==> src/hdl/timer_two_pkg.sv <==
// Constants, codes and helpers for the timer-two clock-out block.
// Assumes an 8-bit special function register port and one system clock.
package timer_two_pkg;

  // Register addresses
  localparam logic [7:0] ADDR_MODE_EXT = 8'h93;
  localparam logic [7:0] ADDR_CTRL = 8'hc8;
  localparam logic [7:0] ADDR_MODE = 8'hc9;
  localparam logic [7:0] ADDR_RELOAD_LOW = 8'hca;
  localparam logic [7:0] ADDR_RELOAD_HIGH = 8'hcb;
  localparam logic [7:0] ADDR_COUNT_LOW = 8'hcc;
  localparam logic [7:0] ADDR_COUNT_HIGH = 8'hcd;

  // Reset values
  localparam logic [7:0] RESET_BYTE = 8'h00;
  localparam logic [15:0] RESET_WORD = 16'h0000;

  // Control register bit positions
  localparam int CTRL_OVF = 7;
  localparam int CTRL_EXT = 6;
  localparam int CTRL_ALIAS_HI = 5;
  localparam int CTRL_ALIAS_LO = 4;
  localparam int CTRL_FALL_EN = 3;
  localparam int CTRL_RUN = 2;
  localparam int CTRL_CT = 1;
  localparam int CTRL_CPRL = 0;

  // Mode register bit positions
  localparam int MODE_SPLIT = 7;
  localparam int MODE_LOW_X12 = 6;
  localparam int MODE_RISE_EN = 5;
  localparam int MODE_X12 = 4;
  localparam int MODE_LOW_RUN = 3;
  localparam int MODE_LOW_AUTOCLR = 2;
  localparam int MODE_OUT_EN = 1;
  localparam int MODE_MS0 = 0;

  // Mode extension register bit positions
  localparam int EXT_LOW_CS = 7;
  localparam int EXT_IGNORE = 6;
  localparam int EXT_BANK = 5;
  localparam int EXT_CKS = 4;
  localparam int EXT_MS1 = 3;
  localparam int EXT_CPS_HI = 2;

  // System clock divided by twelve
  localparam logic [3:0] PRESCALE_LAST = 4'hb;

  typedef enum logic [2:0] {
    MODE_AR_INT = 3'h0,
    MODE_AR_TRIG = 3'h1,
    MODE_CAPTURE = 3'h2,
    MODE_CAPTURE_ZERO = 3'h3,
    MODE_PWM = 3'h4
  } mode_t;

  // Count clock codes {source, x12, counter}
  localparam logic [2:0] CKS_DIV12 = 3'h0;
  localparam logic [2:0] CKS_SYSTEM_CLOCK = 3'h2;
  localparam logic [2:0] CKS_EVENT0 = 3'h3;
  localparam logic [2:0] CKS_BAUD = 3'h4;

  // Low counter select mapped onto the shared count clock codes
  function automatic logic [2:0] low_clock_code(input logic cs, input logic x12);
    unique case ({cs, x12})
      2'b00: low_clock_code = CKS_DIV12;
      2'b01: low_clock_code = CKS_SYSTEM_CLOCK;
      2'b10: low_clock_code = CKS_BAUD;
      default: low_clock_code = CKS_EVENT0;
    endcase
  endfunction

endpackage

==> src/hdl/timer_pin_sync.sv <==
// Two-flop synchroniser for the five asynchronous pins of the timer.
// Assumes the pins are unrelated to sys_clk.
`timescale 1ns/1ps
module timer_pin_sync (
  // Clock and reset
  input wire logic sys_clk,
  input wire logic sys_rst,
  // Pins in, synchronised levels out
  input wire logic [4:0] pin_async,
  output logic [4:0] pin_sync
);
  logic [4:0] meta_q;
  logic [4:0] sync_q;

  // First stage feeds only the second stage
  always_ff @(posedge sys_clk) begin
    if (sys_rst) begin
      meta_q <= 5'h00;
      sync_q <= 5'h00;
    end else begin
      meta_q <= pin_async;
      sync_q <= meta_q;
    end
  end

  assign pin_sync = sync_q;
endmodule // timer_pin_sync

==> src/hdl/timer_tick_select.sv <==
// Eight-way count clock selector shared by the high and low counters.
// Assumes every source is a one-cycle enable on sys_clk.
`timescale 1ns/1ps
module timer_tick_select (
  // Select code
  input wire logic [2:0] sel,
  // Sources in code order
  input wire logic div12_tick,
  input wire logic pin_tick,
  input wire logic event0_tick,
  input wire logic baud_tick,
  input wire logic timer0_tick,
  input wire logic keypad_tick,
  // Chosen tick
  output logic tick
);
  // Code 110 is reserved and never ticks
  always_comb begin
    unique case (sel)
      3'h0: tick = div12_tick;
      3'h1: tick = pin_tick;
      3'h2: tick = 1'b1;
      3'h3: tick = event0_tick;
      3'h4: tick = baud_tick;
      3'h5: tick = timer0_tick;
      3'h6: tick = 1'b0;
      default: tick = keypad_tick;
    endcase
  end
endmodule // timer_tick_select

==> src/hdl/timer_two_clock_out_control.sv <==
// Timer two: 16-bit or split 8-bit counters, clock-out, flags and control registers.
// Assumes the CPU register port is on sys_clk and event inputs are one-cycle pulses on it.
`timescale 1ns/1ps
// Operation
// - Clock-out mode toggles output, 50% duty
// - Count up, reload both bytes on overflow
// - Output rate is clock over 2(65536-reload)
// - Overflow sets flag; ignore bit blocks interrupt
// - Split clock-out from low overflow, 256 reload
// - Low overflow flag, interrupt when enabled
// - One overflow stream feeds baud and output
// - No overflow flag while serial selects set
// - Flags cleared only by software
// - Enabled edges set external flag with action
// - Serial use: edges flag only, no action (code still auto-clears low run on capture-mode edges)
// - Select bits route overflow to serial clocks
// - Bank bit aliases control bits five, four
// - Run bits; split uses separate low run
// - Three-bit count clock source select
// - Two-bit low counter clock select
// - Auto-clear of low run bit
// - Mode code selects reload or capture
// - Split bit makes two 8-bit counters
// - Three-bit capture source select
// - Output driven only when enabled
module timer_two_clock_out_control (
  // Clock and reset
  input wire logic sys_clk,
  input wire logic sys_rst,
  // Special function register port
  input wire logic [7:0] sfr_addr,
  input wire logic sfr_wr,
  input wire logic sfr_rd,
  input wire logic [7:0] sfr_wdata,
  output logic [7:0] sfr_rdata,
  // Asynchronous pins
  input wire logic count_pin,
  input wire logic external_trigger_input,
  input wire logic serial_receive_input,
  input wire logic port6_bit0,
  input wire logic two_wire_clock_line,
  // On-chip event pulses
  input wire logic external_interrupt0_event,
  input wire logic external_interrupt2_event,
  input wire logic baud_generator_overflow,
  input wire logic timer_zero_overflow,
  input wire logic timer_one_overflow,
  input wire logic keypad_event,
  // Clock output pin
  output logic clock_out,
  output logic clock_out_oe,
  // Serial clocks, overflow and interrupt
  output logic rx_baud_clock,
  output logic tx_baud_clock,
  output logic overflow_event,
  output logic timer_irq
);
  logic [3:0] div_q;
  logic [3:0] div_d;
  logic [4:0] pin_s;
  logic count_prev_q;
  logic cap_prev_q;
  logic [7:0] mode_q;
  logic [7:0] ext_q;
  logic [7:0] tl_q, tl_d, th_q, th_d;
  logic [7:0] rcap_l_q, rcap_l_d, rcap_h_q, rcap_h_d;
  logic overflow_flag_q, overflow_flag_d;
  logic external_flag_q, external_flag_d;
  logic low_overflow_flag_q, low_overflow_flag_d;
  logic low_overflow_interrupt_enable_q;
  logic receive_clock_select_q, transmit_clock_select_q;
  logic falling_edge_enable_q, main_run_q, counter_timer_bit_q, capture_reload_select_q;
  logic low_run_d;
  logic clock_out_q, clock_out_oe_q, rx_q, tx_q, ovf_evt_q, irq_q;
  logic [7:0] rdata_q;
  logic [7:0] rdata_d;

  // Decoded fields
  wire split_mode = mode_q[timer_two_pkg::MODE_SPLIT];
  wire low_run = mode_q[timer_two_pkg::MODE_LOW_RUN];
  wire low_run_auto_clear = mode_q[timer_two_pkg::MODE_LOW_AUTOCLR];
  wire clock_output_enable = mode_q[timer_two_pkg::MODE_OUT_EN];
  wire rising_edge_enable = mode_q[timer_two_pkg::MODE_RISE_EN];
  wire overflow_interrupt_ignore = ext_q[timer_two_pkg::EXT_IGNORE];
  wire bit_bank_select = ext_q[timer_two_pkg::EXT_BANK];
  wire [2:0] capture_source_select = ext_q[timer_two_pkg::EXT_CPS_HI:0];
  wire [2:0] hi_clock_code = {ext_q[timer_two_pkg::EXT_CKS], mode_q[timer_two_pkg::MODE_X12], counter_timer_bit_q};
  wire [2:0] lo_clock_code = timer_two_pkg::low_clock_code(ext_q[timer_two_pkg::EXT_LOW_CS],
                                                           mode_q[timer_two_pkg::MODE_LOW_X12]);
  wire [2:0] mode_code = {ext_q[timer_two_pkg::EXT_MS1], capture_reload_select_q, mode_q[timer_two_pkg::MODE_MS0]};
  wire serial_use = receive_clock_select_q | transmit_clock_select_q;

  // Register port strobes
  wire wr_ctrl = sfr_wr && (sfr_addr == timer_two_pkg::ADDR_CTRL);
  wire wr_mode = sfr_wr && (sfr_addr == timer_two_pkg::ADDR_MODE);
  wire wr_ext = sfr_wr && (sfr_addr == timer_two_pkg::ADDR_MODE_EXT);
  wire wr_tl = sfr_wr && (sfr_addr == timer_two_pkg::ADDR_COUNT_LOW);
  wire wr_th = sfr_wr && (sfr_addr == timer_two_pkg::ADDR_COUNT_HIGH);
  wire wr_rl = sfr_wr && (sfr_addr == timer_two_pkg::ADDR_RELOAD_LOW);
  wire wr_rh = sfr_wr && (sfr_addr == timer_two_pkg::ADDR_RELOAD_HIGH);

  // Divide-by-twelve enable
  wire div12_tick = (div_q == timer_two_pkg::PRESCALE_LAST);
  assign div_d = div12_tick ? 4'h0 : div_q + 4'h1;

  timer_pin_sync u_sync (
    .sys_clk(sys_clk),
    .sys_rst(sys_rst),
    .pin_async({two_wire_clock_line, port6_bit0, serial_receive_input, external_trigger_input, count_pin}),
    .pin_sync(pin_s)
  );

  // Counter pin counts on its falling edge
  wire pin_tick = count_prev_q & ~pin_s[0];

  // Low counter clock and overflow
  wire lo_tick;
  timer_tick_select u_lo_sel (
    .sel(lo_clock_code),
    .div12_tick(div12_tick),
    .pin_tick(1'b0),
    .event0_tick(external_interrupt0_event),
    .baud_tick(baud_generator_overflow),
    .timer0_tick(1'b0),
    .keypad_tick(1'b0),
    .tick(lo_tick)
  );
  wire lo_step = split_mode & low_run & lo_tick;
  wire low_byte_overflow_event = lo_step & (tl_q == 8'hff);

  // High or full counter clock; split code 011 takes the low overflow
  wire hi_tick;
  timer_tick_select u_hi_sel (
    .sel(hi_clock_code),
    .div12_tick(div12_tick),
    .pin_tick(pin_tick),
    .event0_tick(split_mode ? low_byte_overflow_event : external_interrupt0_event),
    .baud_tick(baud_generator_overflow),
    .timer0_tick(timer_zero_overflow),
    .keypad_tick(keypad_event),
    .tick(hi_tick)
  );
  wire hi_step = main_run_q & hi_tick;
  wire full_step = ~split_mode & hi_step;
  wire full_ovf = full_step & ({th_q, tl_q} == 16'hffff);
  wire split_hi_ovf = split_mode & hi_step & (th_q == 8'hff);
  wire hi_ovf = full_ovf | split_hi_ovf;
  // Split mode replaces the full overflow by the low overflow
  wire t2_ovf = split_mode ? low_byte_overflow_event : full_ovf;
  // Serial use and clock-out both reload on overflow
  wire reload_on_ovf = ~capture_reload_select_q | serial_use;

  // Capture source and edge detection
  wire cap_level;
  assign cap_level = (capture_source_select == 3'h0) ? pin_s[1] :
                     (capture_source_select == 3'h1) ? pin_s[2] :
                     (capture_source_select == 3'h2) ? pin_s[3] :
                     (capture_source_select == 3'h3) ? external_interrupt2_event :
                     (capture_source_select == 3'h6) ? keypad_event :
                     (capture_source_select == 3'h7) ? pin_s[4] : 1'b0;
  wire cap_fall = cap_prev_q & ~cap_level;
  wire cap_rise = ~cap_prev_q & cap_level;
  wire ext_evt = (cap_fall & falling_edge_enable_q) | (cap_rise & rising_edge_enable);
  // Serial use blocks reload and capture, not the flag or the low run auto-clear
  wire ext_act = ext_evt & ~serial_use;
  wire trig_reload = ext_act & (mode_code == timer_two_pkg::MODE_AR_TRIG);
  wire capture_take = ext_act & ((mode_code == timer_two_pkg::MODE_CAPTURE) |
                                 (mode_code == timer_two_pkg::MODE_CAPTURE_ZERO));
  wire zero_take = ext_act & (mode_code == timer_two_pkg::MODE_CAPTURE_ZERO);
  wire mode_01 = (mode_code == timer_two_pkg::MODE_AR_INT) | (mode_code == timer_two_pkg::MODE_AR_TRIG);
  wire mode_23 = (mode_code == timer_two_pkg::MODE_CAPTURE) | (mode_code == timer_two_pkg::MODE_CAPTURE_ZERO);
  wire low_run_clear = low_run_auto_clear & ((mode_01 & hi_ovf) | (mode_23 & ext_evt));

  // Count bytes; a write from the CPU beats counting
  always_comb begin
    tl_d = tl_q;
    th_d = th_q;
    if (!split_mode) begin
      if (zero_take) begin
        {th_d, tl_d} = timer_two_pkg::RESET_WORD;
      end else if (trig_reload || (full_ovf && reload_on_ovf)) begin
        {th_d, tl_d} = {rcap_h_q, rcap_l_q};
      end else if (full_step) begin
        {th_d, tl_d} = {th_q, tl_q} + 16'h0001;
      end
    end else begin
      if (lo_step) begin
        tl_d = (tl_q == 8'hff) ? rcap_l_q : tl_q + 8'h01;
      end
      if (zero_take) begin
        th_d = timer_two_pkg::RESET_BYTE;
      end else if (trig_reload || (split_hi_ovf && reload_on_ovf)) begin
        th_d = rcap_h_q;
      end else if (hi_step) begin
        th_d = th_q + 8'h01;
      end
    end
    if (wr_tl) begin
      tl_d = sfr_wdata;
    end
    if (wr_th) begin
      th_d = sfr_wdata;
    end
  end

  // Reload bytes; capture takes the live count
  assign rcap_l_d = wr_rl ? sfr_wdata : (capture_take && !split_mode) ? tl_q : rcap_l_q;
  assign rcap_h_d = wr_rh ? sfr_wdata : capture_take ? th_q : rcap_h_q;

  // Flags: a hardware set wins over a software clear in the same cycle
  assign overflow_flag_d = (wr_ctrl ? sfr_wdata[timer_two_pkg::CTRL_OVF] : overflow_flag_q)
                           | (hi_ovf & ~serial_use);
  assign external_flag_d = (wr_ctrl ? sfr_wdata[timer_two_pkg::CTRL_EXT] : external_flag_q)
                           | ext_evt;
  assign low_overflow_flag_d = ((wr_ctrl && bit_bank_select) ? sfr_wdata[timer_two_pkg::CTRL_ALIAS_HI]
                                : low_overflow_flag_q) | low_byte_overflow_event;
  // Hardware clear of the low run bit beats a write setting it
  assign low_run_d = (wr_mode ? sfr_wdata[timer_two_pkg::MODE_LOW_RUN] : low_run) & ~low_run_clear;

  // Read data, unmapped addresses read zero
  wire [7:0] ctrl_read = {overflow_flag_q, external_flag_q,
                          bit_bank_select ? low_overflow_flag_q : receive_clock_select_q,
                          bit_bank_select ? low_overflow_interrupt_enable_q : transmit_clock_select_q,
                          falling_edge_enable_q, main_run_q, counter_timer_bit_q, capture_reload_select_q};
  always_comb begin
    unique case (sfr_addr)
      timer_two_pkg::ADDR_CTRL: rdata_d = ctrl_read;
      timer_two_pkg::ADDR_MODE: rdata_d = mode_q;
      timer_two_pkg::ADDR_MODE_EXT: rdata_d = ext_q;
      timer_two_pkg::ADDR_COUNT_LOW: rdata_d = tl_q;
      timer_two_pkg::ADDR_COUNT_HIGH: rdata_d = th_q;
      timer_two_pkg::ADDR_RELOAD_LOW: rdata_d = rcap_l_q;
      timer_two_pkg::ADDR_RELOAD_HIGH: rdata_d = rcap_h_q;
      default: rdata_d = timer_two_pkg::RESET_BYTE;
    endcase
  end

  // Prescaler, edges and datapath
  always_ff @(posedge sys_clk) begin
    if (sys_rst) begin
      div_q <= 4'h0;
      count_prev_q <= 1'b0;
      cap_prev_q <= 1'b0;
      tl_q <= timer_two_pkg::RESET_BYTE;
      th_q <= timer_two_pkg::RESET_BYTE;
      rcap_l_q <= timer_two_pkg::RESET_BYTE;
      rcap_h_q <= timer_two_pkg::RESET_BYTE;
    end else begin
      div_q <= div_d;
      count_prev_q <= pin_s[0];
      cap_prev_q <= cap_level;
      tl_q <= tl_d;
      th_q <= th_d;
      rcap_l_q <= rcap_l_d;
      rcap_h_q <= rcap_h_d;
    end
  end

  // Control registers
  always_ff @(posedge sys_clk) begin
    if (sys_rst) begin
      mode_q <= timer_two_pkg::RESET_BYTE;
      ext_q <= timer_two_pkg::RESET_BYTE;
      {overflow_flag_q, external_flag_q, low_overflow_flag_q} <= 3'h0;
      {receive_clock_select_q, transmit_clock_select_q, low_overflow_interrupt_enable_q} <= 3'h0;
      {falling_edge_enable_q, main_run_q, counter_timer_bit_q, capture_reload_select_q} <= 4'h0;
    end else begin
      overflow_flag_q <= overflow_flag_d;
      external_flag_q <= external_flag_d;
      low_overflow_flag_q <= low_overflow_flag_d;
      if (wr_mode) begin
        mode_q <= sfr_wdata;
      end
      mode_q[timer_two_pkg::MODE_LOW_RUN] <= low_run_d;
      if (wr_ext) begin
        ext_q <= sfr_wdata;
      end
      if (wr_ctrl) begin
        falling_edge_enable_q <= sfr_wdata[timer_two_pkg::CTRL_FALL_EN];
        main_run_q <= sfr_wdata[timer_two_pkg::CTRL_RUN];
        counter_timer_bit_q <= sfr_wdata[timer_two_pkg::CTRL_CT];
        capture_reload_select_q <= sfr_wdata[timer_two_pkg::CTRL_CPRL];
      end
      if (wr_ctrl && !bit_bank_select) begin
        receive_clock_select_q <= sfr_wdata[timer_two_pkg::CTRL_ALIAS_HI];
        transmit_clock_select_q <= sfr_wdata[timer_two_pkg::CTRL_ALIAS_LO];
      end
      if (wr_ctrl && bit_bank_select) begin
        low_overflow_interrupt_enable_q <= sfr_wdata[timer_two_pkg::CTRL_ALIAS_LO];
      end
    end
  end

  // Outputs, all registered
  always_ff @(posedge sys_clk) begin
    if (sys_rst) begin
      {clock_out_q, clock_out_oe_q, rx_q, tx_q, ovf_evt_q, irq_q} <= 6'h00;
      rdata_q <= timer_two_pkg::RESET_BYTE;
    end else begin
      clock_out_oe_q <= clock_output_enable;
      if (!clock_output_enable) begin
        clock_out_q <= 1'b0;
      end else if (t2_ovf && !capture_reload_select_q) begin
        clock_out_q <= ~clock_out_q;
      end
      rx_q <= receive_clock_select_q ? t2_ovf : timer_one_overflow;
      tx_q <= transmit_clock_select_q ? t2_ovf : timer_one_overflow;
      ovf_evt_q <= t2_ovf;
      irq_q <= (overflow_flag_q & ~overflow_interrupt_ignore) | external_flag_q
               | (low_overflow_flag_q & low_overflow_interrupt_enable_q);
      if (sfr_rd) begin
        rdata_q <= rdata_d;
      end
    end
  end

  assign sfr_rdata = rdata_q;
  assign clock_out = clock_out_q;
  assign clock_out_oe = clock_out_oe_q;
  assign rx_baud_clock = rx_q;
  assign tx_baud_clock = tx_q;
  assign overflow_event = ovf_evt_q;
  assign timer_irq = irq_q;
endmodule // timer_two_clock_out_control

==> config.mk <==
export PLATFORM = sky130hd
export DESIGN_NAME = timer_two_clock_out_control
export DESIGN_NICKNAME = d
export VERILOG_FILES = /design/src/hdl/timer_two_pkg.sv /design/src/hdl/timer_pin_sync.sv /design/src/hdl/timer_tick_select.sv /design/src/hdl/timer_two_clock_out_control.sv
export SDC_FILE = /design/constraint.sdc
export NUM_CORES = 1
export LEC_CHECK = 0
export ABC_AREA = 1
export BUFFER_PORTS_ARGS = -buffer_cell sky130_fd_sc_hd__buf_2
export CORE_MARGIN = 2
export CORE_UTILIZATION = 49
export DETAILED_ROUTE_END_ITERATION = 7
export PLACE_DENSITY = 0.64
export SLEW_MARGIN = 20
export SYNTH_ARGS = -nofsm -noshare
export SYNTH_HDL_FRONTEND = slang
export SYNTH_HIERARCHICAL = 1
export SYNTH_SLANG_ARGS = --single-unit
==> constraint.sdc <==
create_clock -name sys_clk -period 3.25 [get_ports sys_clk]
set_clock_uncertainty 0.05 [all_clocks]
set_input_delay 0.8125 -clock sys_clk [delete_from_list [all_inputs] [get_ports sys_clk]]
set_output_delay 0.8125 -clock sys_clk [all_outputs]
set_load 0.02 [all_outputs]
# Word-level counts from Yosys, hierarchy flattened
# Index checks and enable logic that the tools add are counted.
[word_totals]
ff_bits = 88
n_memories = 0
latch_bits = 0
input_bits = 31
ramBits = 0
mem_bits_ro = 0
[op_classes]
shift = 0
div = 0
mux = 39
n_addsub = 4
magnitude_cmp = 0
multipliers = 0
bitwise_logic = 46
n_reduce_logical = 31
n_eq_ne = 32
[op_table]
columns = ["operator", "count"]
rows = [
  ["$mux 8", 19],
  ["$eq 8x8->1 const B", 9],
  ["$pmux 8 s7", 1],
  ["$and 1x1->1", 24],
  ["$eq 3x2->1 const B", 8],
  ["$eq 3x3->1 const B", 6],
  ["$add 16x1->16 const B", 1],
  ["$add 8x1->8 const B", 2],
  ["$eq 16x16->1 const B", 1],
  ["$mux 1", 16],
  ["$logic_and 1x1->1", 13],
  ["$logic_not 3->1", 4],
  ["$or 1x1->1", 12],
  ["$not 1->1", 10],
  ["$reduce_bool 5->1", 2],
  ["$eq 3x1->1 const B", 3],
  ["$pmux 3 s3", 1],
  ["$pmux 1 s7", 1],
  ["$ne 5x1->1 const B", 1],
  ["$add 4x1->4 const B", 1],
  ["$eq 4x4->1 const B", 1],
  ["$pmux 1 s4", 1],
  ["$reduce_and 2->1", 2],
  ["$reduce_bool 2->1", 2],
  ["other kinds (7)", 11],
]

# Depth between registers and ports, before layout
# Gate-level depths: netlist of the first run.
[depth]
depth_word = 18
ltp_mapped = 30

# Cells and area by module
# Netlist of the first run, hierarchy kept.
[by_module_without_submodules]
columns = ["mod", "area_per_inst_um2", "cells_each", "seq_area_each_um2", "n_inst"]
rows = [
  ["timer_two_clock_out_control", 4957.3, 766, 1561.5, 1],
  ["timer_pin_sync", 286.5, 31, 200.2, 1],
  ["timer_tick_select", 71.3, 17, 0.0, 2],
]

# Worst setup path after synthesis of the first run
# No wires, ideal clock.
[synth_path]
path_type = "register to register"
from = "reg div_q[0]"
to = "reg th_q[7]"
path_slack_ps = 350
n_path_buf = 1
setup_time_ps = 120
t_required_ps = 3080
synth_period_minus_slack_ps = 2900
path_stages_with_launch = 31
arrival_ps = 2730
path_cell_list = "dfxtp_1 -> ha_1 -> inv_1 -> or2_2 -> nor2_1 -> nand2_1 -> nand3_1 -> nand2_1 -> nand2_1 -> nand3_1 -> nor2_1 -> inv_1 -> nand2_1 -> nor2_1 -> nor2_1 -> nand2_1 -> nand2_1 -> nand2_1 -> nor2_1 -> inv_1 -> nor2_2 -> nand2_4 -> clkinv_4 -> nand2_8 -> nand2_8 -> buf_12 -> nand2_1 -> nand3_1 -> nand2_1 -> nand2_1 -> a21oi_1"
[synth_via]
elab_chain_len = 15
[synth_rtl]
columns = ["element", "line_no", "rtl"]
rows = [
  ["start, declared", "timer_two_clock_out_control.sv:58", "logic [3:0] div_q;"],
  ["start signal, assigned", "timer_two_clock_out_control.sv:249", "div_q <= div_d;"],
  ["$eq 4x4->1 *", "timer_two_clock_out_control.sv:103", "wire div12_tick = (div_q == timer_two_pkg::PRESCALE_LAST);"],
  ["named net div12_tick", "timer_two_clock_out_control.sv:103", ""],
  ["$pmux 1 s4 *", "timer_tick_select.sv:19", "unique case (sel)"],
  ["named net lo_tick", "timer_two_clock_out_control.sv:117", "wire lo_tick;"],
  ["$and 1x1->1 *", "timer_two_clock_out_control.sv:128", "wire lo_step = split_mode & low_run & lo_tick;"],
  ["$and 1x1->1 *", "timer_two_clock_out_control.sv:129", "wire low_byte_overflow_event = lo_step & (tl_q == 8'hff);"],
  ["$mux 1 *", "timer_two_clock_out_control.sv:137", ".event0_tick(split_mode ? low_byte_overflow_event : external_interrupt0_event),"],
  ["$pmux 1 s7 *", "timer_tick_select.sv:19", ""],
  ["named net hi_tick", "timer_two_clock_out_control.sv:132", "wire hi_tick;"],
  ["[1 not listed]", "-", ""],
  ["$and 1x1->1, on equally long branches", "timer_two_clock_out_control.sv:144, timer_two_clock_out_control.sv:146", ""],
  ["$and 1x1->1, on equally long branches", "timer_two_clock_out_control.sv:145, timer_two_clock_out_control.sv:146", ""],
  ["$logic_and 1x1->1, on equally long branches", "timer_two_clock_out_control.sv:181, timer_two_clock_out_control.sv:192", ""],
  ["$logic_or 1x1->1, on equally long branches", "timer_two_clock_out_control.sv:181, timer_two_clock_out_control.sv:192", ""],
  ["$mux 8, on equally long branches", "timer_two_clock_out_control.sv:181, timer_two_clock_out_control.sv:192", ""],
  ["$mux 8, on equally long branches", "timer_two_clock_out_control.sv:179, timer_two_clock_out_control.sv:190", ""],
  ["$mux 8", "timer_two_clock_out_control.sv:178", "if (!split_mode) begin"],
  ["$mux 8", "timer_two_clock_out_control.sv:201", "if (wr_th) begin"],
  ["end signal, assigned", "timer_two_clock_out_control.sv:245", "th_q <= timer_two_pkg::RESET_BYTE;"],
  ["end signal, assigned", "timer_two_clock_out_control.sv:253", "th_q <= th_d;"],
  ["end, declared", "timer_two_clock_out_control.sv:65", "logic [7:0] tl_q, tl_d, th_q, th_d;"],
]
# The timed path passes the listed nets; every way through them passes the cells marked *.
# A chain may end at the register's enable or synchronous reset.

# Worst setup path after layout of the first run
[layout_path]
from = "reg div_q[0]"
to = "reg th_q[1]"
# Same word-level chain as after synthesis.

==> metrics.txt, run 1 <==
# rows=38; Mean Syn Cell Area=about 6.5 um2; Final nets=roughly 920; Detailed Route Iter0 Violations=683; Period Utilization, post-route=0.9167; commonest cells in the netlist=nand2_1, inv_1, dfxtp_1; most frequent CP cell=nand2_1; Die Wd=108.8 um; # clock sinks=a little under 90; Clock Tree Buf Depth=2; largest net degree at the start of global routing=54; Synth area leader=dfxtp_1; H-tree depth=3; vias=approximately 6000; CTS Root Cell=clkbuf_8; hold_buf cts=0; wire per inst=around 18 um; CP Capture Type=register; first-pass GRT wire length=roughly 28 mm; register area share after synthesis=0.3271; CP Max Fanout=8; Post-synth EDFFs=0; top post-synthesis cells by area=dfxtp_1, nand2_1, inv_1, a21oi_1, o21ai_0; die area=between 0.01 and 0.015 mm2; final WL=around 18 mm; slew margin rel.=0.6122; # fillers=1149; n_diodes=0; GRT Util Overall=0.3182; slew of the pin with the lowest slew margin=580.1 ps; post-layout util=0.5591; dpl cell area=~0.0057 mm2; Min-Delay Path Class=register to register; GPL Wtd Cong=0.9860; Yosys top cell area share=0.3271; Startpoint Class=register; # port buffers=44; Cells after Synth=831; register bit total from synthesis=88; remaining global-route overflow=0; Clock transition at path regs=between 100 and 150 ps; fmax=approximately 0.34 GHz; data required time of the worst path=~3500 ps; area delta synth->final=12.03%; Hold Crit Depth=2; total iterations of the first detailed-routing run=7; Setup CP Type=register to register; CTS tree=done; CP peak stage delay=approximately 350 ps; fin area=0.006035 mm2; DR vias/cell=roughly 5.7; Die Height=between 100 and 150 um; vias in the first global route=between 5000 and 6000; final slew viol count=0; initial antenna violation count=0; core area=between 0.01 and 0.015 mm2; final hold violations=0; Ports=45; Max Cap Violations=0; Yosys warnings=6; Power Dens Cells=between 300 and 400 mW/mm2; Starting Density=0.4991; FFs w/ async S/R, synth=0; final setup vio count=0; Crit-path slowest cell=dfxtp_2; FF-to-FF path depth=29; drt drc=0; main flop type after synthesis=dfxtp_1; fraction of final layout cells sized beyond drive strength 1=0.1569; library cells used by synthesis=45; VDD IR-drop max=around 0.00028 V; antenna viol nets, final=0; Leak Pwr=about 2.7 nW; min Tclk post-route=2979 ps; Num CTS Buffers=9; crit path DAT=between 3000 and 4000 ps; worst-skew pair later-pin latency=about 400 ps; status=complete, no violations; Final HPWL DP=approximately 13 mm; synthesized area=approximately 0.0054 mm2; most frequent cell after synthesis=nand2_1
## through the flow
stage	instances	hold WS [ps]	TNS, ps	total power [mW]	setup WS, ps
floorplan	833	338.3	0	1.184	350.5
global placement	1006	342.0	0	1.241	127.5
detailed placement	1006	346.8	0	1.244	11.54
CTS	1023	365.1	0	2.017	11.52
global route	1026	384.6	-2.599	2.076	-2.599
finish	1026	364.3	0	2.008	270.7
## report_power, final
| group | internal [mW] | switching (mW) | total [mW] |
|---|---|---|---|
| clock network | 0.302 | 0.483 | 0.785 |
| logic | 0.0376 | 0.0860 | 0.124 |
| registers | 1.09 | 0.00719 | 1.10 |
| total | 1.43 | 0.577 | 2.01 |
## cell type report
cell class	count	area (um2)	share of cell area
multi-input combinational	607	3124	0.5177
sequential	88	1764	0.2923
inverter	116	442.9	0.07340
timing repair buffer	59	332.8	0.05515
tap	140	175.2	0.02903
clock buffer	9	123.9	0.02053
clock inverter	7	71.32	0.01182
## path summary, 6_finish.rpt
kind,from,end,slack [ps]
max,div_q[0],th_q[1],270
min,u_sync/meta_q[1],u_sync/pin_sync[1],360
max reg2reg,div_q[0],th_q[1],270
min reg2reg,u_sync/meta_q[1],u_sync/pin_sync[1],360
## cell usage in the layout (no fill, tap or decap), types with 9 or more instances in the layout
cell type,instances
nand2_1,181
inv_1,110
dfxtp_1,86
nor2_1,81
a21oi_1,76
o21ai_0,70
nand3_1,64
buf_2,44
nand2_2,18
buf_4,15
xor2_1,13
o22ai_1,13
nand4_1,10
nor2_2,9
clkbuf_8,9
## sequential cells by signal, indices dropped and copies added (netlist names), 4 cells and up
register,flops
rcap_l_q,8
rcap_h_q,8
sfr_rdata,8
div_q,4
ext_q,8
u_sync/pin_sync,5
th_q,8
u_sync/meta_q,5
mode_q,8
tl_q,8
## layer usage
| layer | up-vias | GRT usage | share of wire |
|---|---|---|---|
| met5 | - | 0 | 0 |
| met4 | 0 | 0.1374 | 0.035 |
| met3 | 53 | 0.05140 | 0.088 |
| met2 | 297 | 0.4862 | 0.43 |
| met1 | 2665 | 0.4431 | 0.45 |
| li1 | 2815 | - | - |
## logic make-up (layout without fill, tap and decap cells)
| group | Yosys count | after routing | synth area share |
|---|---|---|---|
| and+or+nand+nor | 397 | 400 | 0.3433 |
| xor gates and xnor gates | 13 | 13 | 0.02114 |
| adders and majority gates | 3 | 3 | 0.006969 |
| other | 1 | 3 | 0.0006962 |
| buffers and inverters | 141 | 191 | 0.1103 |
| muxes | 2 | 2 | 0.003949 |
| AOI/OAI and AO/OA | 186 | 186 | 0.1865 |
| DFF | 88 | 88 | 0.3271 |
## critical path, delay by kind of cell (launching register included)
kind                       cells  cell delay (ps)
and+or+nand+nor               23             1990
DFF                            1              350
buffers and inverters          4              260
adders and majority gates      1              150
AOI/OAI and AO/OA              1               70
## timing repair
| action | in CTS | in global routing |
|---|---|---|
| cloned | 1 | 2 |
| buffers inserted | 0 | 1 |
| resized for setup | 0 | 18 |
| endpoints found under the hold margin | 0 | 0 |
| endpoints found under the setup margin | 2 | 20 |
| pin swaps | 1 | 4 |
No activity file was read; power rests on OpenSTA's default activity.
==> run 2, diff against run 1 <==
--- a/config.mk
+++ b/config.mk
@@ -6,11 +6,11 @@
 export NUM_CORES = 1
 export LEC_CHECK = 0
 export ABC_AREA = 1
-export BUFFER_PORTS_ARGS = -buffer_cell sky130_fd_sc_hd__buf_2
 export CORE_MARGIN = 2
 export CORE_UTILIZATION = 49
 export DETAILED_ROUTE_END_ITERATION = 7
-export PLACE_DENSITY = 0.64
+export DONT_BUFFER_PORTS = 1
+export PLACE_DENSITY = 0.61
 export SLEW_MARGIN = 20
 export SYNTH_ARGS = -nofsm -noshare
 export SYNTH_HDL_FRONTEND = slang
==> run 2 against run 1 <==
Sequential cell count is the same. First-iteration DRC count is 16% lower. Die area unchanged. Design area fell by 2.6%. Sequential power about the same. Global-route usage is 0.21 points higher. Worst hold slack got worse by 5.2 ps. Sequential share of layout area up 0.79 points. Total power increased by 0.10%. Combinational power decreased by 42%. Critical endpoint is now tl_q[4]. Largest cell class unchanged.
==> metrics.txt, run 2 (same netlist as run 1, synthesis figures left out) <==
die area=0.01185 mm2 (unchanged); CTS tree=done (unchanged); wire per inst=18.78 um (was 17.91 um); min Tclk post-route=2986 ps (was 2979 ps); most common cell after layout, fill and taps aside=nand2_1 (unchanged); Startpoint Class=register (unchanged); Period Utilization, post-route=0.9187 (was 0.9167); area delta synth->final=9.083% (was 12.03%); status=complete, no violations (unchanged); vias=5620 (was 5830); Power Dens Cells=342.1 mW/mm2 (was 332.8 mW/mm2); GPL Wtd Cong=0.9331 (was 0.9860); hold-critical path endpoint=u_sync/pin_sync[1] (unchanged); Reg2Reg Setup Slack=260 ps (was 270 ps); total iterations of the first detailed-routing run=5 (was 7); Hold Slack=359.1 ps (was 364.3 ps); largest net degree at the start of global routing=34 (was 54); Min-Delay Path Class=register to register (unchanged); slew margin rel.=0.5928 (was 0.6122); VDD IR-drop max=0.0002932 V (was 0.0002770 V); # rows=38 (unchanged); Place WS=-5.719 ps (was 11.54 ps); fmax=0.3349 GHz (was 0.3356 GHz); final WL=18.57 mm (was 18.38 mm); Detailed Route Iter0 Violations=575 (was 683); Starting Density=0.4991 (unchanged); Die Height=108.8 um (unchanged); remaining global-route overflow=0 (unchanged); Crit-path slowest cell=dfxtp_2 (unchanged); final setup vio count=0 (unchanged); fin worst setup slack=264.4 ps (was 270.7 ps); # port buffers=0 (was 44); most frequent cells in the layout=nand2_1, inv_1, dfxtp_1 (unchanged); antenna viol nets, final=0 (unchanged); hold_buf cts=0 (unchanged); Clock Tree Buf Depth=2 (unchanged); CP Capture Type=register (unchanged); CTS Root Cell=clkbuf_8 (unchanged); drt drc=0 (unchanged); most frequent CP cell=nand2_1 (unchanged); worst reg2reg path startpoint=div_q[0] (unchanged); Max Cap Violations=0 (unchanged); dpl cell area=0.005528 mm2 (was 0.005741 mm2); GRT Util Overall=0.3203 (was 0.3182); slew of the pin with the lowest slew margin=609.1 ps (was 580.1 ps); Clock transition at path regs=100 ps (was 110 ps); Final nets=878 (was 915); worst-skew pair later-pin latency=390 ps (was 400 ps); final hold violations=0 (unchanged); hold path start=u_sync/meta_q[1] (unchanged); fraction of final layout cells sized beyond drive strength 1=0.1178 (was 0.1569); # clock sinks=88 (unchanged); DR vias/cell=5.683 (was 5.682); Final HPWL DP=13.43 mm (was 13.19 mm); CP peak stage delay=340 ps (was 350 ps); final slew viol count=0 (unchanged); Hold Crit Depth=2 (unchanged); Leak Pwr=2.492 nW (was 2.656 nW); core area=0.01079 mm2 (unchanged); setup tns final=0 ps (unchanged); initial antenna violation count=0 (unchanged); Num CTS Buffers=9 (unchanged); CP Max Fanout=5 (was 8); first-pass GRT wire length=28.41 mm (was 28.39 mm); R2R Path End=tl_q[4] (was th_q[1]); n_diodes=0 (unchanged); FF-to-FF path depth=28 (was 29); Setup CP Type=register to register (unchanged); H-tree depth=3 (unchanged); data required time of the worst path=3490 ps (was 3480 ps); fin area=0.005876 mm2 (was 0.006035 mm2); vias in the first global route=5090 (was 5266); Die Wd=108.8 um (unchanged); Ports=45 (unchanged); crit path DAT=3230 ps (was 3200 ps)
-- run 2: cell types whose count changed in the layout (fill, tap and decap cells not counted), sizes merged --
cell,before,now
buf,59,22
inv,121,120
bufinv,0,1
-- run 2: area by class of cell --
class | count | area (um2)
Clock buffer | 9 | 123.9
Fill cell | 1093 | 4917
Inverter | 116 | 442.9
Multi-Input combinational cell | 607 | 3118
Sequential cell | 88 | 1764
Clock inverter | 7 | 86.33
Tap cell | 140 | 175.2
Timing Repair Buffer | 22 | 165.2
-- run 2: what timing repair did --
action | CTS | global route
cloned | 1 | 2
buffers inserted | 0 | 7
pin swaps | 1 | 7
gates resized for setup | 1 | 15
setup endpoints to repair | 13 | 21
-- run 2: worst max-delay path by stage --
stage / end / slack (ps) / depth (start not counted) / start
final: tl_q[4] / 260 / 28 / div_q[0]
after floorplan: th_q[7] / 350 / 30 / div_q[0]
after detailed placement: th_q[3] / -6 / 29 / div_q[0]
after global routing: tl_q[2] / -30 / 28 / div_q[0]
after global placement: th_q[7] / 130 / 29 / div_q[0]
after CTS: th_q[1] / 10 / 29 / div_q[0]
-- run 2: metal layers --
layer | global-route usage | up-vias | routed length [um]
met5 | 0 | - | 0
met2 | 0.5049 | 268 | 8226
met4 | 0.1062 | 0 | 418
met3 | 0.06097 | 30 | 1652
li1 | - | 2735 | -
met1 | 0.4398 | 2587 | 8273
-- run 2: report_power, final --
part / switching (mW) / internal (mW) / leakage (nW)
combinational: 0.0474 / 0.0250 / 1.67
clock: 0.465 / 0.372 / 0.108
sequential: 0.00957 / 1.09 / 0.713
total: 0.522 / 1.49 / 2.49
-- run 2: through the flow --
stage	instances	total power, mW	utilization
after floorplan	833	1.184	-
after global placement	963	1.193	0.5122
after detailed placement	963	1.196	0.5122
after CTS	980	2.018	0.5335
after global routing	989	2.072	0.5444
final	989	2.010	0.5444
-- run 2: worst max-delay path, delay by kind of cell (launching register included) --
family,cells,cell delay [ps]
buffers and inverters,5,410
AOI/OAI and AO/OA,1,80
and+or+nand+nor,21,1860
adders and majority gates,1,140
DFF,1,340
==> run 3, diff against run 2 <==
--- a/config.mk
+++ b/config.mk
@@ -5,12 +5,12 @@
 export SDC_FILE = /design/constraint.sdc
 export NUM_CORES = 1
 export LEC_CHECK = 0
-export ABC_AREA = 1
 export CORE_MARGIN = 2
 export CORE_UTILIZATION = 49
 export DETAILED_ROUTE_END_ITERATION = 7
 export DONT_BUFFER_PORTS = 1
 export PLACE_DENSITY = 0.61
+export RECOVER_POWER = 100
 export SLEW_MARGIN = 20
 export SYNTH_ARGS = -nofsm -noshare
 export SYNTH_HDL_FRONTEND = slang
==> run 3 against run 2 <==
The flow now finishes with violations (setup timing). Via count decreased by 10%. Maximum frequency decreased by 22%. Combinational power decreased by 21%. Sequential share of layout area decreased by 1.7 points. Sequential power about the same. Total power increased by 1.8%. Global-route usage decreased by 1.3 points. First-iteration DRC count increased by 7.0%. Count of clock-buffer cells in the layout unchanged. Die area decreased by 3.5%. Design area increased by 6.2%. Critical path type unchanged. Largest cell class unchanged. Highest routed layer unchanged.
==> metrics.txt, run 3 <==
Cell Int Power=1.569 mW (was 1.489 mW); final hold violations=0 (unchanged); register bit total from synthesis=88 (unchanged); fmax=0.2610 GHz (was 0.3349 GHz); CTS Root Cell=clkbuf_8 (unchanged); Die Height=106.9 um (was 108.8 um); Detailed Route Iter0 Violations=615 (was 575); Period Utilization, post-route=1.179 (was 0.9187); Max Cap Violations=0 (unchanged); core area=0.01032 mm2 (was 0.01079 mm2); Hold Slack=402.3 ps (was 359.1 ps); area delta synth->final=20.20% (was 9.083%); Min-Delay Path Class=register to register (unchanged); slew of the pin with the lowest slew margin=823.9 ps (was 609.1 ps); antenna viol nets, final=0 (unchanged); status=complete, but fails checks (was complete, no violations); register area share after synthesis=0.3394 (was 0.3271); RSZ-0062 raised after global routing=yes; top post-synthesis cells by area=dfxtp_1, mux2i_1, nor2_1, nand2_1, a21oi_1 (was dfxtp_1, nand2_1, inv_1, a21oi_1, o21ai_0); Num CTS Buffers=9 (unchanged); Power Dens Cells=328.2 mW/mm2 (was 342.1 mW/mm2); total iterations of the first detailed-routing run=5 (unchanged); final WL=17.13 mm (was 18.57 mm); fin worst setup slack=-581.1 ps (was 264.4 ps); metal3 WL=1.296 mm (was 1.652 mm); library cells used by synthesis=69 (was 45); Startpoint Class=register (unchanged); DR vias/cell=6.173 (was 5.683); vias=5031 (was 5620); VDD IR-drop max=0.0002271 V (was 0.0002932 V); fin area=0.006238 mm2 (was 0.005876 mm2); data required time of the worst path=3450 ps (was 3490 ps); most common cell after layout, fill and taps aside=dfxtp_1 (was nand2_1); CTS tree=done (unchanged); drt drc=0 (unchanged); vias in the first global route=4868 (was 5090); Synth area leader=dfxtp_1 (unchanged); largest net degree at the start of global routing=88 (was 34); # clock sinks=88 (unchanged); H-tree depth=3 (unchanged); GRT Util Overall=0.3068 (was 0.3203); final std cells w/o fill=815 (was 989); most frequent cells in the layout=dfxtp_1, buf_4, nor2_1 (was nand2_1, inv_1, dfxtp_1); first-pass GRT wire length=26.79 mm (was 28.41 mm); Seq pwr share=0.536 (was 0.548); dpl cell area=0.005839 mm2 (was 0.005528 mm2); met1 wire length=7.445 mm (was 8.273 mm); initial antenna violation count=0 (unchanged); Yosys top cell area share=0.3394 (was 0.3271); crit path DAT=4030 ps (was 3230 ps); worst-skew pair later-pin latency=370 ps (was 390 ps); Cells after Synth=630 (was 831); Post-synth EDFFs=0 (unchanged); n_diodes=0 (unchanged); met2 wire length=7.836 mm (was 8.226 mm); Yosys warnings=6 (unchanged); Final HPWL DP=12.22 mm (was 13.43 mm); most frequent cell after synthesis=dfxtp_1 (was nand2_1); commonest cells in the netlist=dfxtp_1, nor2_1, nand2_1 (was nand2_1, inv_1, dfxtp_1); fraction of final layout cells sized beyond drive strength 1=0.2386 (was 0.1178); Inst Count DP=790 (was 963); setup tns final=-9674 ps (was 0 ps); clock share of power=0.436 (was 0.416); Leak Pwr=2.327 nW (was 2.492 nW); DR top layer=met4 (unchanged); Final nets=708 (was 878); slew margin rel.=0.4482 (was 0.5928); Ports=45 (unchanged); final setup vio count=21 (was 0); CP Capture Type=register (unchanged); sw frac=0.2338 (was 0.2595); wire per inst=21.01 um (was 18.78 um); # rows=37 (was 38); Mean Syn Cell Area=8.238 um2 (was 6.482 um2); # port buffers=0 (unchanged); Clock transition at path regs=90 ps (was 100 ps); Gate power share=0.028 (was 0.036); CP Max Fanout=10 (was 5); Net Sw Power=0.4787 mW (was 0.5216 mW); final slew viol count=0 (unchanged); Place WS=-717.0 ps (was -5.719 ps); synthesized area=0.005190 mm2 (was 0.005386 mm2); main flop type after synthesis=dfxtp_1 (unchanged); Clock Tree Buf Depth=2 (unchanged); Starting Density=0.5027 (was 0.4991); die area=0.01143 mm2 (was 0.01185 mm2); Die Wd=106.9 um (was 108.8 um); Setup CP Type=register to register (unchanged); min Tclk post-route=3831 ps (was 2986 ps); remaining global-route overflow=0 (unchanged); FFs w/ async S/R, synth=0 (unchanged); GPL Wtd Cong=0.9341 (was 0.9331); violated checks=setup timing
==> run 3: cell types whose count changed after synthesis, sizes merged, moves of 17 or more <==
| cell | delta |
|---|---|
| nand3 | -44 |
| mux2 | +17 |
| nand2 | -139 |
| a211oi | +22 |
| a21oi | -29 |
| mux2i | +38 |
| nor2b | +21 |
| nor2 | -18 |
| inv | -109 |
| clkbuf | +33 |
| o21ai | -63 |
==> run 3: logic make-up after synthesis <==
family | count (synthesis) | synth area share
adders and majority gates | 3 | 0.007233
other | 1 | 0.0007225
and+or+nand+nor | 251 | 0.2367
AOI/OAI and AO/OA | 152 | 0.2131
DFF | 88 | 0.3394
buffers and inverters | 59 | 0.04701
muxes | 60 | 0.1287
xor gates and xnor gates | 16 | 0.02700
==> run 3: final timing paths <==
kind | start | end | slack, ps | cells past startpoint
setup / recovery | div_q[0] | tl_q[7] | -580 | 17
hold / removal | u_sync/meta_q[3] | u_sync/pin_sync[3] | 400 | 1
setup reg to reg | div_q[0] | tl_q[7] | -580 | 17
hold reg to reg | u_sync/meta_q[3] | u_sync/pin_sync[3] | 400 | 1
==> run 3: timing repair <==
action                                  4_1_cts  5_1_grt
hold buffers                                  0        0
endpoints found under the setup margin       22       22
gates resized for setup                      20        7
pin swaps                                    11        6
buffers inserted                              6        4
==> run 3: final cells by class <==
cell class | instances | area [um2]
clock buffer | 9 | 123.9
clock inverter | 7 | 102.6
fill | 946 | 4085
timing repair buffer | 84 | 666.9
inverter | 6 | 22.52
tap | 136 | 170.2
multi-input combinational | 485 | 3388
sequential | 88 | 1764
==> run 3: layer usage <==
metal,global-route usage,vias to the layer above
li1,-,2367
met1,0.4163,2382
met2,0.4850,237
met3,0.05653,45
met4,0.1187,0
met5,0,-
==> run 3: power groups by stage <==
stage | Clock (mW) | Sequential, mW | Combinational [mW]
3_5_place_dp | 0 | 1.12 | 0.0536
5_1_grt | 0.943 | 1.10 | 0.0634
3_3_place_gp | 0 | 1.12 | 0.0520
4_1_cts | 0.905 | 1.10 | 0.0558
2_1_floorplan | 0 | 1.12 | 0.0698
6_report | 0.892 | 1.10 | 0.0574
==> run 3: critical path, cell delays in order (launching register included) <==
cell and delay, ps:
dfxtp_2 340, ha_4 160, and3b_2 220, or2_1 210
mux4_2 470, nand3_2 80, or2_4 120, o21ai_2 50
mux2_4 250, mux4_2 490, and4_4 200, nand3_4 100
nor4_4 60, a21oi_4 150, buf_12 150, mux2_4 310
a221oi_2 210, a211oi_1 90
==> run 3: through the flow <==
step                utilization  total power [mW]
finish                   0.6043             2.047
global route             0.6043             2.105
CTS                      0.5987             2.059
detailed placement       0.5656             1.175
global placement         0.5651             1.173
floorplan                     -             1.190
